`src/pkg/sysref_pkg.sv`:
```
package sysref_pkg;

  // ------------------------------------------------------------------
  // Register indices (byte address is four times the index)
  // ------------------------------------------------------------------
  localparam int ADDR_W = 12;
  localparam logic [9:0] IDX_CTRL1 = 10'h120;
  localparam logic [9:0] IDX_CTRL2 = 10'h121;
  localparam logic [9:0] IDX_CTRL3 = 10'h122;
  localparam logic [9:0] IDX_TS_DELAY = 10'h123;
  localparam logic [9:0] IDX_SETUP_HOLD = 10'h128;
  localparam logic [9:0] IDX_DIV_PHASE = 10'h129;
  localparam logic [9:0] IDX_EVENT_COUNT = 10'h12a;
  localparam logic [9:0] IDX_SYNC_SELECT = 10'h1ff;
  localparam logic [9:0] IDX_INT_STATUS = 10'h130;
  localparam logic [9:0] IDX_INT_ENABLE = 10'h131;
  localparam logic [9:0] IDX_INT_CLEAR = 10'h132;

  // ------------------------------------------------------------------
  // Fields and reset values
  // ------------------------------------------------------------------
  localparam int CNT_RST_BIT = 6;
  localparam int TRANS_SEL_BIT = 4;
  localparam int CLK_EDGE_BIT = 3;
  localparam int MODE_LSB = 1;
  localparam logic [6:0] CTRL1_MASK = 7'h5e;
  localparam logic [6:0] TS_DELAY_RST = 7'h40;
  localparam logic [3:0] PHASE_IN = 4'h0;
  localparam logic [7:0] COUNT_MAX = 8'hff;

  typedef enum logic [1:0] {
    SR_DISABLED = 2'h0,
    SR_CONTINUOUS = 2'h1,
    SR_NSHOT = 2'h2
  } sr_mode_type;

  // Interrupt event bits
  localparam int EV_CAPTURE = 0;
  localparam int EV_LINK_DOWN = 1;
  localparam int EV_EARLY = 2;
  localparam int NUM_EV = 3;

endpackage

```
`src/design/sysref_capture_sync.sv`:
```
// The APB slave port was chosen for this implementation.
`timescale 1ns/1ps
// Function
// - Late SYSREF edges within the positive window count as aligned.
// - Timestamp tag delayed by a 7-bit sample-clock count, reset 0x40.
// - Divider phase at capture recorded as 4-bit count of pclk cycles.
// - Eight-bit event counter increments on every captured SYSREF.
// - Event counter wraps from 255 to zero.
// - Counter reset bit clears the event counter.
// - Standard mode: captured SYSREF resets every internal divider.
// - Standard mode: a required divider phase change takes link down.
// - Timestamp mode: dividers are left untouched by SYSREF.
// - Timestamp mode: link_down output and its interrupt ignore SYSREF.
// - Timestamp mode: captured sample is tagged as output control bit.
// - Early SYSREF edges within the negative window are ignored.
// - N-shot mode skips a programmed number of initial transitions.
module sysref_capture_sync
  import sysref_pkg::*;
(
  input wire logic pclk,
  input wire logic presetn,
  input wire logic [ADDR_W-1:0] paddr,
  input wire logic psel,
  input wire logic penable,
  input wire logic pwrite,
  input wire logic [31:0] pwdata,
  output logic [31:0] prdata,
  output logic pready,
  output logic pslverr,
  input wire logic sysref_pin,
  output logic divider_reset,
  output logic link_down,
  output logic sample_tag,
  output logic [3:0] divider_phase,
  output logic irq
);

  // ------------------------------------------------------------------
  // Register state
  // ------------------------------------------------------------------
  logic [6:0] ctrl1_ff;
  logic [3:0] ctrl2_ff;
  logic [3:0] ctrl3_ff;
  logic [6:0] ts_delay_ff;
  logic sync_mode_ff;
  logic [NUM_EV-1:0] int_status_ff;
  logic [NUM_EV-1:0] int_enable_ff;
  logic [3:0] setup_ff;
  logic [3:0] hold_ff;
  logic [3:0] phase_ff;
  logic [7:0] count_ff;
  logic [31:0] prdata_ff;
  logic pready_ff;
  logic pslverr_ff;
  logic irq_ff;

  // ------------------------------------------------------------------
  // APB slave
  // ------------------------------------------------------------------
  logic access;
  logic wr_en;
  logic [9:0] idx;
  logic [31:0] rd_val;
  logic rd_hit;

  function automatic logic wr_at(input logic [9:0] i);
    return wr_en && (idx == i);
  endfunction

  assign access = psel && penable && !pready_ff;
  assign wr_en = access && pwrite;
  assign idx = paddr[ADDR_W-1:2];

  always_comb begin
    rd_val = 32'h0;
    rd_hit = 1'b1;
    case (idx)
      IDX_CTRL1: rd_val = {25'h0, ctrl1_ff};
      IDX_CTRL2: rd_val = {28'h0, ctrl2_ff};
      IDX_CTRL3: rd_val = {28'h0, ctrl3_ff};
      IDX_TS_DELAY: rd_val = {25'h0, ts_delay_ff};
      IDX_SETUP_HOLD: rd_val = {24'h0, hold_ff, setup_ff};
      IDX_DIV_PHASE: rd_val = {28'h0, phase_ff};
      IDX_EVENT_COUNT: rd_val = {24'h0, count_ff};
      IDX_SYNC_SELECT: rd_val = {31'h0, sync_mode_ff};
      IDX_INT_STATUS: rd_val = {29'h0, int_status_ff};
      IDX_INT_ENABLE: rd_val = {29'h0, int_enable_ff};
      IDX_INT_CLEAR: rd_val = 32'h0;
      default: rd_hit = 1'b0;
    endcase
  end

  always_ff @(posedge pclk or negedge presetn) begin
    if (!presetn) begin
      pready_ff <= 1'b0;
      pslverr_ff <= 1'b0;
      prdata_ff <= 32'h0;
    end else begin
      pready_ff <= access;
      pslverr_ff <= access && !rd_hit;
      if (access && !pwrite) begin
        prdata_ff <= rd_val;
      end
    end
  end

  always_ff @(posedge pclk or negedge presetn) begin
    if (!presetn) begin
      ctrl1_ff <= 7'h0;
      ctrl2_ff <= 4'h0;
      ctrl3_ff <= 4'h0;
      ts_delay_ff <= TS_DELAY_RST;
      sync_mode_ff <= 1'b0;
      int_enable_ff <= '0;
    end else begin
      if (wr_at(IDX_CTRL1)) begin
        ctrl1_ff <= pwdata[6:0] & CTRL1_MASK;
      end
      if (wr_at(IDX_CTRL2)) begin
        ctrl2_ff <= pwdata[3:0];
      end
      if (wr_at(IDX_CTRL3)) begin
        ctrl3_ff <= pwdata[3:0];
      end
      if (wr_at(IDX_TS_DELAY)) begin
        ts_delay_ff <= pwdata[6:0];
      end
      if (wr_at(IDX_SYNC_SELECT)) begin
        sync_mode_ff <= pwdata[0];
      end
      if (wr_at(IDX_INT_ENABLE)) begin
        int_enable_ff <= pwdata[NUM_EV-1:0];
      end
    end
  end

  // ------------------------------------------------------------------
  // SYSREF synchroniser and transition detect
  // ------------------------------------------------------------------
  logic sr_meta_ff;
  logic sr_sync_ff;
  logic sr_prev_ff;
  logic sr_edge;

  always_ff @(posedge pclk or negedge presetn) begin
    if (!presetn) begin
      sr_meta_ff <= 1'b0;
      sr_sync_ff <= 1'b0;
      sr_prev_ff <= 1'b0;
    end else begin
      sr_meta_ff <= sysref_pin;
      sr_sync_ff <= sr_meta_ff;
      sr_prev_ff <= sr_sync_ff;
    end
  end

  assign sr_edge = ctrl1_ff[TRANS_SEL_BIT] ? (sr_prev_ff && !sr_sync_ff)
                                           : (!sr_prev_ff && sr_sync_ff);

  // ------------------------------------------------------------------
  // Divider, windows and capture qualification
  // ------------------------------------------------------------------
  logic [3:0] div_cnt_ff;
  logic [3:0] lead;
  logic early;
  logic in_window;
  logic [3:0] skip_ff;
  logic shot_done_ff;
  logic nshot_hold;
  logic capture;
  sr_mode_type mode;

  assign mode = sr_mode_type'(ctrl1_ff[MODE_LSB+1:MODE_LSB]);
  assign lead = PHASE_IN - div_cnt_ff;
  assign early = (div_cnt_ff != PHASE_IN) && (ctrl3_ff[3:2] != 2'h0) &&
                 (lead <= {2'h0, ctrl3_ff[3:2]});
  assign in_window = div_cnt_ff <= {2'h0, ctrl3_ff[1:0]};
  assign nshot_hold = (mode == SR_NSHOT) &&
                      ((skip_ff != 4'h0) || shot_done_ff);
  assign capture = sr_edge && !early && !nshot_hold &&
                   ((mode == SR_CONTINUOUS) || (mode == SR_NSHOT));

  always_ff @(posedge pclk or negedge presetn) begin
    if (!presetn) begin
      skip_ff <= 4'h0;
      shot_done_ff <= 1'b0;
    end else if (wr_at(IDX_CTRL1)) begin
      skip_ff <= ctrl2_ff;
      shot_done_ff <= 1'b0;
    end else if (mode == SR_NSHOT && sr_edge && !early) begin
      if (skip_ff != 4'h0) begin
        skip_ff <= skip_ff - 4'h1;
      end else begin
        shot_done_ff <= 1'b1;
      end
    end
  end

  always_ff @(posedge pclk or negedge presetn) begin
    if (!presetn) begin
      div_cnt_ff <= PHASE_IN;
    end else if (capture && !sync_mode_ff) begin
      div_cnt_ff <= PHASE_IN;
    end else begin
      div_cnt_ff <= div_cnt_ff + 4'h1;
    end
  end

  // ------------------------------------------------------------------
  // Capture status and event counter
  // ------------------------------------------------------------------
  always_ff @(posedge pclk or negedge presetn) begin
    if (!presetn) begin
      phase_ff <= PHASE_IN;
      setup_ff <= 4'h0;
      hold_ff <= 4'h0;
    end else if (capture) begin
      phase_ff <= div_cnt_ff;
      setup_ff <= lead;
      hold_ff <= div_cnt_ff;
    end
  end

  always_ff @(posedge pclk or negedge presetn) begin
    if (!presetn) begin
      count_ff <= 8'h0;
    end else if (ctrl1_ff[CNT_RST_BIT]) begin
      count_ff <= 8'h0;
    end else if (capture) begin
      count_ff <= count_ff + 8'h1;
    end
  end

  // ------------------------------------------------------------------
  // Link, divider and timestamp outputs
  // ------------------------------------------------------------------
  logic divider_reset_ff;
  logic link_down_ff;
  logic tag_ff;
  logic tag_pend_ff;
  logic [6:0] tag_cnt_ff;

  always_ff @(posedge pclk or negedge presetn) begin
    if (!presetn) begin
      divider_reset_ff <= 1'b0;
      link_down_ff <= 1'b0;
    end else begin
      divider_reset_ff <= capture && !sync_mode_ff;
      link_down_ff <= capture && !sync_mode_ff && !in_window;
    end
  end

  always_ff @(posedge pclk or negedge presetn) begin
    if (!presetn) begin
      tag_pend_ff <= 1'b0;
      tag_cnt_ff <= 7'h0;
      tag_ff <= 1'b0;
    end else begin
      tag_ff <= tag_pend_ff && (tag_cnt_ff == 7'h0);
      if (capture && sync_mode_ff) begin
        tag_pend_ff <= 1'b1;
        tag_cnt_ff <= ts_delay_ff;
      end else if (tag_pend_ff) begin
        if (tag_cnt_ff == 7'h0) begin
          tag_pend_ff <= 1'b0;
        end else begin
          tag_cnt_ff <= tag_cnt_ff - 7'h1;
        end
      end
    end
  end

  // ------------------------------------------------------------------
  // Interrupts
  // ------------------------------------------------------------------
  logic [NUM_EV-1:0] ev;

  always_comb begin
    ev = '0;
    ev[EV_CAPTURE] = capture;
    ev[EV_LINK_DOWN] = capture && !sync_mode_ff && !in_window;
    ev[EV_EARLY] = sr_edge && early;
  end

  always_ff @(posedge pclk or negedge presetn) begin
    if (!presetn) begin
      int_status_ff <= '0;
      irq_ff <= 1'b0;
    end else begin
      // Set wins over a clear in the same cycle
      if (wr_at(IDX_INT_CLEAR)) begin
        int_status_ff <= (int_status_ff & ~pwdata[NUM_EV-1:0]) | ev;
      end else begin
        int_status_ff <= int_status_ff | ev;
      end
      irq_ff <= |(int_status_ff & int_enable_ff);
    end
  end

  assign prdata = prdata_ff;
  assign pready = pready_ff;
  assign pslverr = pslverr_ff;
  assign divider_reset = divider_reset_ff;
  assign link_down = link_down_ff;
  assign sample_tag = tag_ff;
  assign divider_phase = phase_ff;
  assign irq = irq_ff;
endmodule // sysref_capture_sync

```
`config.mk`:
```
export PLATFORM = sky130hd
export DESIGN_NAME = sysref_capture_sync
export DESIGN_NICKNAME = d
export VERILOG_FILES = /design/src/pkg/sysref_pkg.sv /design/src/design/sysref_capture_sync.sv
export SDC_FILE = /design/constraint.sdc
export NUM_CORES = 1
export LEC_CHECK = 0
export ABC_CLOCK_PERIOD_IN_PS = 6300
export BUFFER_PORTS_ARGS = -buffer_cell sky130_fd_sc_hd__buf_4
export CAP_MARGIN = 30
export CORE_ASPECT_RATIO = 0.8
export CORE_MARGIN = 2
export CORE_UTILIZATION = 45
export CTS_BUF_LIST = sky130_fd_sc_hd__clkbuf_4 sky130_fd_sc_hd__clkbuf_8
export DETAILED_ROUTE_END_ITERATION = 6
export PLACE_DENSITY = 0.71
export SLEW_MARGIN = 30
export SYNTH_ARGS = -nofsm -noshare
export SYNTH_HDL_FRONTEND = slang
export SYNTH_SLANG_ARGS = --single-unit
export TNS_END_PERCENT = 30
```
`constraint.sdc`:
```
create_clock -name pclk -period 6.3 [get_ports pclk]
set_input_delay 1.26 -clock pclk [delete_from_list [all_inputs] [get_ports pclk]]
set_output_delay 1.26 -clock pclk [all_outputs]
set_load 0.03 [all_outputs]
```
# Word-level counts from Yosys, hierarchy flattened
# Index checks and enable logic that the tools add are counted.
# W data, S select, Z words.
dict set report totals {
  input_bits 50
  mem_bits_rw 0
  latchBits 0
  out_inout_bits 42
  mem_count 0
  rom_bits 0
  elab_cells 122
  register_bits 101
}
dict set report classes {
  eq_ne 15
  n_shift 0
  bitwise 5
  n_lt_le_gt_ge 2
  div_mod_pow 0
  n_mux 19
  n_reduce_logical 51
  mul 0
  add_sub_neg 5
}
# op count
set op_table {}
lappend op_table {{$eq A10 B9 Y1 const B} 11}
lappend op_table {{$pmux W8 S10} 1}
lappend op_table {{$logic_and A1 B1 Y1} 27}
lappend op_table {{$mux W7} 3}
lappend op_table {{$mux W4} 4}
lappend op_table {{$mux W8} 2}
lappend op_table {{$reduce_or A11 Y1} 1}
lappend op_table {{$reduce_bool A2 Y1} 5}
lappend op_table {{$logic_not A1 Y1} 9}
lappend op_table {{$add A8 B1 Y8 const B} 1}
lappend op_table {{$le A4 B2 Y1} 2}
lappend op_table {{$mux W1} 8}
lappend op_table {{$reduce_bool A4 Y1} 2}
lappend op_table {{$logic_not A7 Y1} 1}
lappend op_table {{$sub A7 B1 Y7 const B} 1}
lappend op_table {{$and A3 B3 Y3} 2}
lappend op_table {{$or A3 B3 Y3} 2}
lappend op_table {{$reduce_and A2 Y1} 3}
lappend op_table {{$add A4 B1 Y4 const B} 1}
lappend op_table {{$sub A1 B4 Y4 const A} 1}
lappend op_table {{$sub A4 B1 Y4 const B} 1}
lappend op_table {{$mux W3} 1}
lappend op_table {{$not A3 Y3} 1}
lappend op_table {{$reduce_or A3 Y1} 1}
lappend op_table {{5 further kinds} 6}

# Logic depth before layout (Yosys ltp)
# Gate-level depths: netlist of run 1.
dict set report logic_depth {
  depth_word 11
  mapped_depth 10
}

# Worst setup path after synthesis of run 1
# No wires, ideal clock.
dict set report synth_timing {
  path_type {input port to flip-flop}
  start {input penable}
  end {register int_enable_ff[0]}
  stages 5
  n_path_buf 0
  setup_slack_ps 3715
  arrival_ps 2460
  t_required_ps 6175
  cell_sequence {and3b_1 and2_1 nand3_1 nor4_2 mux2_2}
}
dict set report synth_via {
  elab_chain_len 4
}
# item line
set synth_lines {}
lappend synth_lines {{from (decl)} sysref_capture_sync.sv:24} ;# input wire logic penable,
lappend synth_lines {{$logic_and A1 B1 Y1 (2 in a row)} sysref_capture_sync.sv:70} ;# assign access = psel && penable && !pready_ff;
lappend synth_lines {{$logic_and A1 B1 Y1} sysref_capture_sync.sv:71} ;# assign wr_en = access && pwrite;
lappend synth_lines {{$logic_and A1 B1 Y1} sysref_capture_sync.sv:67} ;# return wr_en && (idx == i);
lappend synth_lines {{to (signal assigned)} sysref_capture_sync.sv:132} ;# int_enable_ff <= pwdata[NUM_EV-1:0];
lappend synth_lines {{to (decl)} sysref_capture_sync.sv:47} ;# logic [NUM_EV-1:0] int_enable_ff;
# Every way passes these cells.
# A chain may end at the register's enable or synchronous reset.

# Worst setup path in the final report of run 1
dict set report layout_timing {
  start {register div_cnt_ff[0]}
  end {register tag_cnt_ff[1]}
}
dict set report layout_via {
  elab_chain_len 10
  elab_cells_between_ends 14
}
# item line
set layout_lines {}
lappend layout_lines {{from (decl)} sysref_capture_sync.sv:163} ;# logic [3:0] div_cnt_ff;
lappend layout_lines {{from (signal assigned)} sysref_capture_sync.sv:205} ;# div_cnt_ff <= div_cnt_ff + 4'h1;
lappend layout_lines {{$sub A1 B4 Y4 (*)} sysref_capture_sync.sv:174} ;# assign lead = PHASE_IN - div_cnt_ff;
lappend layout_lines {{named net lead[1]} sysref_capture_sync.sv:164} ;# logic [3:0] lead;
lappend layout_lines {{$le A4 B2 Y1 (*)} sysref_capture_sync.sv:176} ;# (lead <= {2'h0, ctrl3_ff[3:2]});
lappend layout_lines {{$logic_and A1 B1 Y1 (*)} sysref_capture_sync.sv:175} ;# assign early = (div_cnt_ff != PHASE_IN) && (ctrl3_ff[3:2] != 2'h0) &&
lappend layout_lines {{$logic_not A1 Y1 (*)} sysref_capture_sync.sv:180} ;# assign capture = sr_edge && !early && !nshot_hold &&
lappend layout_lines {{$logic_and A1 B1 Y1 (*) (3 in a row)} sysref_capture_sync.sv:180}
lappend layout_lines {{$logic_and A1 B1 Y1 (*)} sysref_capture_sync.sv:260} ;# if (capture && sync_mode_ff) begin
lappend layout_lines {{$ne A2 B1 Y1 (no source line) / $reduce_bool A2 Y1 (equally long branches)} -}
lappend layout_lines {{$reduce_and A2 Y1 (no source line)} -}
lappend layout_lines {{to (signal assigned)} sysref_capture_sync.sv:262} ;# tag_cnt_ff <= ts_delay_ff;
lappend layout_lines {{to (signal assigned)} sysref_capture_sync.sv:267} ;# tag_cnt_ff <= tag_cnt_ff - 7'h1;
lappend layout_lines {{to (decl)} sysref_capture_sync.sv:241} ;# logic [6:0] tag_cnt_ff;
# The timed path passes the listed nets; every way through them passes the cells marked *.

==> run_results.csv, run 1 <==
group,metric,value,unit
clock_tree,cts_made_buffers,9,
clock_tree,cts_resized,0,
timing,drv_slew,0,
global_route,grt_pass1_wl,15.7,mm
worst_setup_path,crit_chain,"inv_1 > ha_1 > ha_1 > nor2b_1 > o21ai_1 > a31oi_4 > nand2_1 > mux2_2",
timing,final-setup-viol-count,0,
cells_and_area,drive_gt1_share,20.9,%
cells_and_area,n_fill_cell,860,
cells_and_area,syn_to_final_growth,10.1,%
synthesis,ys_seq_area_share,44.7,%
global_route,grt_pass1_vias,3063,
power,fin_total_pwr,0.00130,W
synthesis,synth_flop_cell,"dfrtp_1",
routing,vias,3230,
floorplanning,io_pins,92,
synthesis,synth_xor_area_share,3.47,%
clock_tree,clkTransAtPathRegs,0.08,ns
synthesis,synth.ff_latch_count,76,
worst_setup_path,critical_path_peak_fanout,14,
timing,slew_headroom,55.2,%
routing,wl_per_cell,16.4,um
worst_setup_path,crit_slowest_cell,"dfrtp_1",
global_route,grt_util_all_layers,19.5,%
cells_and_area,post-route-util,51.4,%
routing,drtAntennaViolNets,0,
worst_setup_path,crit_path_start_kind,"flip-flop",
placed_design,port_buffers,40,
cells_and_area,stdcell_count,589,
routing,drtPass1Iterations,5,
worst_setup_path,cp.required,6.55,ns
power,p_leak,2.15,nW
synthesis,yosysWarnings,0,
worst_setup_path,crit_type,"reg2reg",
timing,grt_setup_unrepaired,"no",
timing,final.period_utilization,46.5,%
synthesis,async_flop_share,100,%
synthesis,syn-mean-instance-area,9.74,sq um
floorplanning,die_x,113,um
synthesis,synth_mux_area_share,7.67,%
global_route,grt_max_degree,77,
clock_tree,postCtsSetupBuffers,0,
worst_setup_path,path_delay_family,"adder cells",
cells_and_area,fin_nets,530,
synthesis,synth_edf_count,0,
routing,drtIter0Drc,288,
placed_design,gp_congestion,0.896,
worst_setup_path,path_common_cell,"ha_1",
floorplanning,rows,31,
power,p_per_area,277,nW/um^2
synthesis,synth-compound-area-share,10.6,%
clock_tree,postCtsHoldBufs,0,
floorplanning,die_height,91.0,um
timing,finalHoldViolCount,0,
synthesis,synth_top_family_by_area,"simple AND/OR/NAND/NOR gates",
clock_tree,cts.sink_count,76,
clock_tree,cts_root_buf,"clkbuf_8",
timing,max_freq,341,MHz
worst_hold_path,min_path_type,"reg2reg",
floorplanning,die_area,10300,sq um
global_route,grt-ovfl-total,0,
cells_and_area,num_antenna_cells,0,
placed_design,dp.cells,573,
timing,tightest_slew,0.672,ns
synthesis,yosys.area_share.simple,22.2,%
routing,routed_wl,9.67,mm
timing,finalCriticalPeriod,2.93,ns
routing,vias_per_cell,5.48,
clock_tree,clockBufferDepth,2,
synthesis,netlist_area,4260,sq um
power,ir_drop,0.000127,V
worst_setup_path,worst_setup_path_end_kind,"flip-flop",
global_route,grt_antenna_before_repair,0,
worst_setup_path,timing.critical_path.buf_inv,1,
placed_design,dp_hpwl,7.05,mm
clock_tree,clk_latency,0.36,ns
clock_tree,htreeDepth,3,
synthesis,synthAdderAreaFrac,3.23,%
timing,finalHoldWorstSlack,0.356,ns
synthesis,synth_cell_types,65,
timing,fin_worst_skew,0.0103,ns
floorplanning,core,9110,sq um
worst_setup_path,crit_arrival,3.18,ns
outcome,run_status,"finished, final reports clean",
run,maxCapViolations,0,
routing,route.detailed.drc,0,
timing,tns,0,ns
clock_tree,cts_tree,"yes",
synthesis,netlist_instances,437,
worst_setup_path,slowest_delay,0.44,ns
floorplanning,start_util,46.7,%
## cell usage after synthesis (3+ instances only)
cell / instances / area share, %
and2_1: 4 / 0.59
inv_1: 17 / 1.5
a22oi_1: 3 / 0.53
o21ai_0: 25 / 2.9
nand2b_1: 5 / 0.74
ha_1: 11 / 3.2
nor2_1: 32 / 2.8
xor2_1: 6 / 1.2
buf_2: 7 / 0.82
a211oi_1: 4 / 0.71
o21ai_1: 3 / 0.35
a21oi_1: 14 / 1.6
nor3b_1: 3 / 0.53
a22o_1: 3 / 0.62
buf_4: 27 / 4.8
nand3_1: 16 / 1.9
buf_1: 4 / 0.35
dfrtp_1: 75 / 44
nor4_1: 5 / 0.74
nand2_1: 67 / 5.9
mux2i_1: 9 / 2.1
nor2b_1: 4 / 0.59
or3_1: 3 / 0.44
mux2_2: 21 / 5.6
xnor2_1: 9 / 1.9
nor3_1: 10 / 1.2
## final timing paths
check                           endpoint     startpoint  slack [ns]  cells after the start
setup / recovery           tag_cnt_ff[1]  div_cnt_ff[0]        3.37                      8
hold / removal                sr_sync_ff     sr_meta_ff        0.36                      0
setup reg to reg           tag_cnt_ff[1]  div_cnt_ff[0]        3.37                      8
hold reg to reg               sr_sync_ff     sr_meta_ff        0.36                      0
max in group asynchronous    count_ff[3]        presetn        4.92                      1
min in group asynchronous     sample_tag        presetn        0.90                      1
## registers in the layout (all words and copies together) (netlist names), 3 cells and up
signal         count
count_ff           8
prdata             8
tag_cnt_ff         7
ts_delay_ff        7
ctrl1_ff           5
ctrl2_ff           4
ctrl3_ff           4
div_cnt_ff         4
setup_ff           4
skip_ff            4
divider_phase      3
int_enable_ff      3
int_status_ff      3
## cells by family (layout without fill, tap and decap cells)
| family | count (synthesis) | in the layout |
|---|---|---|
| multiplexers | 30 | 30 |
| buffers and inverters | 59 | 73 |
| flip-flops | 76 | 76 |
| AND/OR/NAND/NOR | 176 | 176 |
| AO/OA/AOI/OAI | 68 | 68 |
| other | 1 | 24 |
| XOR/XNOR | 16 | 16 |
| adder cells (fa/ha/maj) | 11 | 11 |
## layer usage
metal / wire length (um) / track usage [%] / vias to the layer above
li1: - / - / 1533
met1: 4610 / 28.7 / 1552
met2: 4250 / 28.2 / 126
met3: 626 / 4.41 / 19
met4: 195 / 7.01 / 0
met5: 0 / 0 / -
## area by class of cell
cell class                      count  area, sq um  share of cell area (%)
Clock inverter                      5         27.5                   0.587
Sequential cell                    76         1900                    40.6
Multi-Input combinational cell    325         2100                    44.8
Inverter                           17         63.8                    1.36
Clock buffer                       11          145                    3.10
Tap cell                          115          144                    3.07
Timing Repair Buffer               40          304                    6.49
## power breakdown
part / switching (W) / total [W] / internal [W] / leakage (nW)
logic: 0.000185 / 0.000316 / 0.000131 / 1.10
clock network: 0.000181 / 0.000336 / 0.000155 / 0.0923
registers: 0.0000899 / 0.000644 / 0.000554 / 0.961
total: 0.000456 / 0.00130 / 0.000840 / 2.15
## through the flow
stage | instance area [sq um] | setup slack (ns)
after floorplan | 4340 | 3.72
after global placement | 4510 | 3.34
after detailed placement | 4510 | 3.28
after CTS | 4680 | 3.38
after global routing | 4690 | 3.15
final | 4690 | 3.37
## layout by cell type (no fill, tap or decap), drive strengths merged, types with 3 or more instances in the layout
cell and n:
nor3b 4, a22o 3, and2 4, a211oi 4
nand2 68, nand2b 6, nor2 34, mux2 21
nor4 8, mux2i 9, o21ai 28, nand3b 3
xor2 7, ha 11, a21oi 14, dfrtp 75
buf 40, nand3 16, xnor2 9, or3 4
a22oi 3, nor3 13, clkbuf 11, nor2b 4
inv 17, conb 24, clkinv 4
Note: power is estimated with default switching activity, not from simulation.
==> inputs of run 2 (changes only) <==
--- a/config.mk
+++ b/config.mk
@@ -5,7 +5,7 @@
 export SDC_FILE = /design/constraint.sdc
 export NUM_CORES = 1
 export LEC_CHECK = 0
-export ABC_CLOCK_PERIOD_IN_PS = 6300
+export ABC_CLOCK_PERIOD_IN_PS = 3000
 export BUFFER_PORTS_ARGS = -buffer_cell sky130_fd_sc_hd__buf_4
 export CAP_MARGIN = 30
 export CORE_ASPECT_RATIO = 0.8
==> constraint.sdc (replaced) <==
create_clock -name pclk -period 3 [get_ports pclk]
set_input_delay 0.6 -clock pclk [delete_from_list [all_inputs] [get_ports pclk]]
set_output_delay 0.6 -clock pclk [all_outputs]
set_load 0.03 [all_outputs]
==> run 2 against run 1 <==
Hold slack worse by 0.11 ns. Clock skew fell by 0.0039 ns. Sequential power grew 110%. Sequential share of layout area fell by 0.93 points. Critical path type unchanged. Maximum frequency grew 9.6%. Largest cell class unchanged. Largest power group unchanged. Die area unchanged. Routed wire length fell by 2.9%. Critical path depth is 1 higher. Register-to-register slack lost 3.0 ns. Clock power grew to 3.1 times the previous value. Final area up 2.3%. Via count shrank 1.2%.
==> run_results.csv, run 2 (synthesized netlist as in run 1, its figures left out) <==
group,metric,value,unit
outcome,run_status,"finished, final reports clean",
worst_setup_path,crit_type,"reg2reg",
floorplanning,core,9110,sq um
routing,vias_per_cell,5.40,
worst_setup_path,cp.required,3.25,ns
timing,fin_worst_skew,0.00639,ns
timing,final.period_utilization,89.1,%
global_route,grt_max_degree,77,
timing,tns,0,ns
clock_tree,cts_resized,0,
global_route,grt-ovfl-total,0,
routing,drtIter0Drc,251,
floorplanning,start_util,46.7,%
power,p_leak,2.20,nW
routing,drtAntennaViolNets,0,
worst_setup_path,crit_path_start_kind,"flip-flop",
placed_design,port_buffers,40,
routing,drtPass1Iterations,6,
placed_design,post_dp_cell_area,4520,sq um
clock_tree,clkTransAtPathRegs,0.08,ns
power,ir_drop,0.000292,V
power,p_per_area,635,nW/um^2
routing,wl_per_cell,15.9,um
clock_tree,postCtsSetupBuffers,0,
timing,finalHoldViolCount,0,
worst_setup_path,path_delay_family,"compound AO/OA/AOI/OAI gates",
cells_and_area,layout_commonest_cell,"dfrtp_1",
cells_and_area,syn_to_final_growth,12.7,%
worst_setup_path,regToRegEndpoint,"skip_ff[1]",
clock_tree,clockBufferDepth,2,
cells_and_area,design_area,4800,sq um
worst_setup_path,timing.critical_path.buf_inv,1,
routing,routed_wl,9.40,mm
routing,route.detailed.drc,0,
worst_setup_path,reg2reg_depth,9,
worst_setup_path,path_common_cell,"ha_1",
worst_setup_path,slowest_delay,0.45,ns
placed_design,dp_hpwl,6.94,mm
timing,slew_headroom,55.4,%
worst_setup_path,worst-r2r-setup-slack,0.33,ns
clock_tree,cts_tree,"yes",
timing,tightest_slew,0.670,ns
clock_tree,cts_root_buf,"clkbuf_8",
clock_tree,cts.sink_count,76,
global_route,grt_pass1_wl,15.9,mm
global_route,grt_pass1_vias,3044,
floorplanning,rows,31,
worst_setup_path,crit_arrival,2.92,ns
placed_design,dp_slack,0.312,ns
clock_tree,htreeDepth,3,
timing,drv_slew,0,
cells_and_area,num_antenna_cells,0,
worst_hold_path,min_path_type,"in2async",
global_route,grt_util_all_layers,19.8,%
worst_setup_path,critical_path_peak_fanout,5,
floorplanning,die_height,91.0,um
timing,grt_setup_unrepaired,"no",
worst_setup_path,r2r-start,"div_cnt_ff[0]",
clock_tree,cts_made_buffers,9,
cells_and_area,final_cell_mix,"75 x dfrtp_1, 67 x nand2_1, 41 x buf_4",
global_route,grt_antenna_before_repair,0,
run,maxCapViolations,0,
floorplanning,die_area,10300,sq um
timing,max_freq,374,MHz
timing,finalCriticalPeriod,2.67,ns
routing,vias,3190,
worst_setup_path,crit_slowest_cell,"dfrtp_1",
worst_setup_path,worst_setup_path_end_kind,"flip-flop",
cells_and_area,drive_gt1_share,21.2,%
floorplanning,io_pins,92,
worst_setup_path,crit_chain,"inv_1 > ha_1 > ha_1 > nor2b_1 > o21ai_1 > a311oi_2 > and2b_1 > or2_0 > a22o_1",
placed_design,gp_congestion,0.877,
timing,fin_ws,0.328,ns
cells_and_area,fin_nets,532,
floorplanning,die_x,113,um
clock_tree,postCtsHoldBufs,0,
clock_tree,clk_latency,0.35,ns
timing,final-setup-viol-count,0,
-- run 2: cell count changes in the layout (fill, tap and decap cells not counted) --
cell / change
bufinv_16: +4
clkinv_2: -4
buf_4: +2
clkbuf_8: -1
clkinv_4: +1
-- run 2: layer usage --
layer / routed length [um] / vias up / GRT usage [%]
met5: 0 / - / 0
met4: 102 / 0 / 4.78
met3: 696 / 12 / 4.14
met2: 4160 / 118 / 29.1
met1: 4440 / 1529 / 29.8
li1: - / 1531 / -
-- run 2: through the flow --
stage | cells | total power [W] | hold slack [ns] | util [%]
6_report | 591 | 0.00304 | 0.251 | 52.6
5_1_grt | 591 | 0.00321 | 0.301 | 52.6
4_1_cts | 591 | 0.00307 | 0.342 | 52.6
3_5_place_dp | 575 | 0.00203 | 0.342 | 49.6
3_3_place_gp | 575 | 0.00201 | 0.333 | 49.6
2_1_floorplan | 460 | 0.00185 | 0.304 | -
-- run 2: how the worst max path moves through the flow --
stage	start	cells after the start	to	slack (ns)
finish	div_cnt_ff[0]	9	skip_ff[1]	0.33
global route	div_cnt_ff[0]	9	skip_ff[1]	0.15
CTS	div_cnt_ff[0]	9	skip_ff[1]	0.30
detailed placement	div_cnt_ff[0]	9	skip_ff[1]	0.31
global placement	div_cnt_ff[0]	9	skip_ff[1]	0.38
floorplan	div_cnt_ff[0]	9	skip_ff[1]	0.56
-- run 2: layout make-up --
class / instances / area [sq um]
clock buffers: 10 / 131
flip-flops and latches: 76 / 1900
fillers: 835 / 4320
inverters: 17 / 63.8
multi-input cells: 325 / 2100
repair buffers: 42 / 319
clock inverters: 6 / 136
well taps: 115 / 144
-- run 2: power by group --
group          total, W  switching [W]  internal, W
logic          0.000665       0.000385     0.000279
clock network   0.00103       0.000382     0.000647
registers       0.00135       0.000187      0.00116
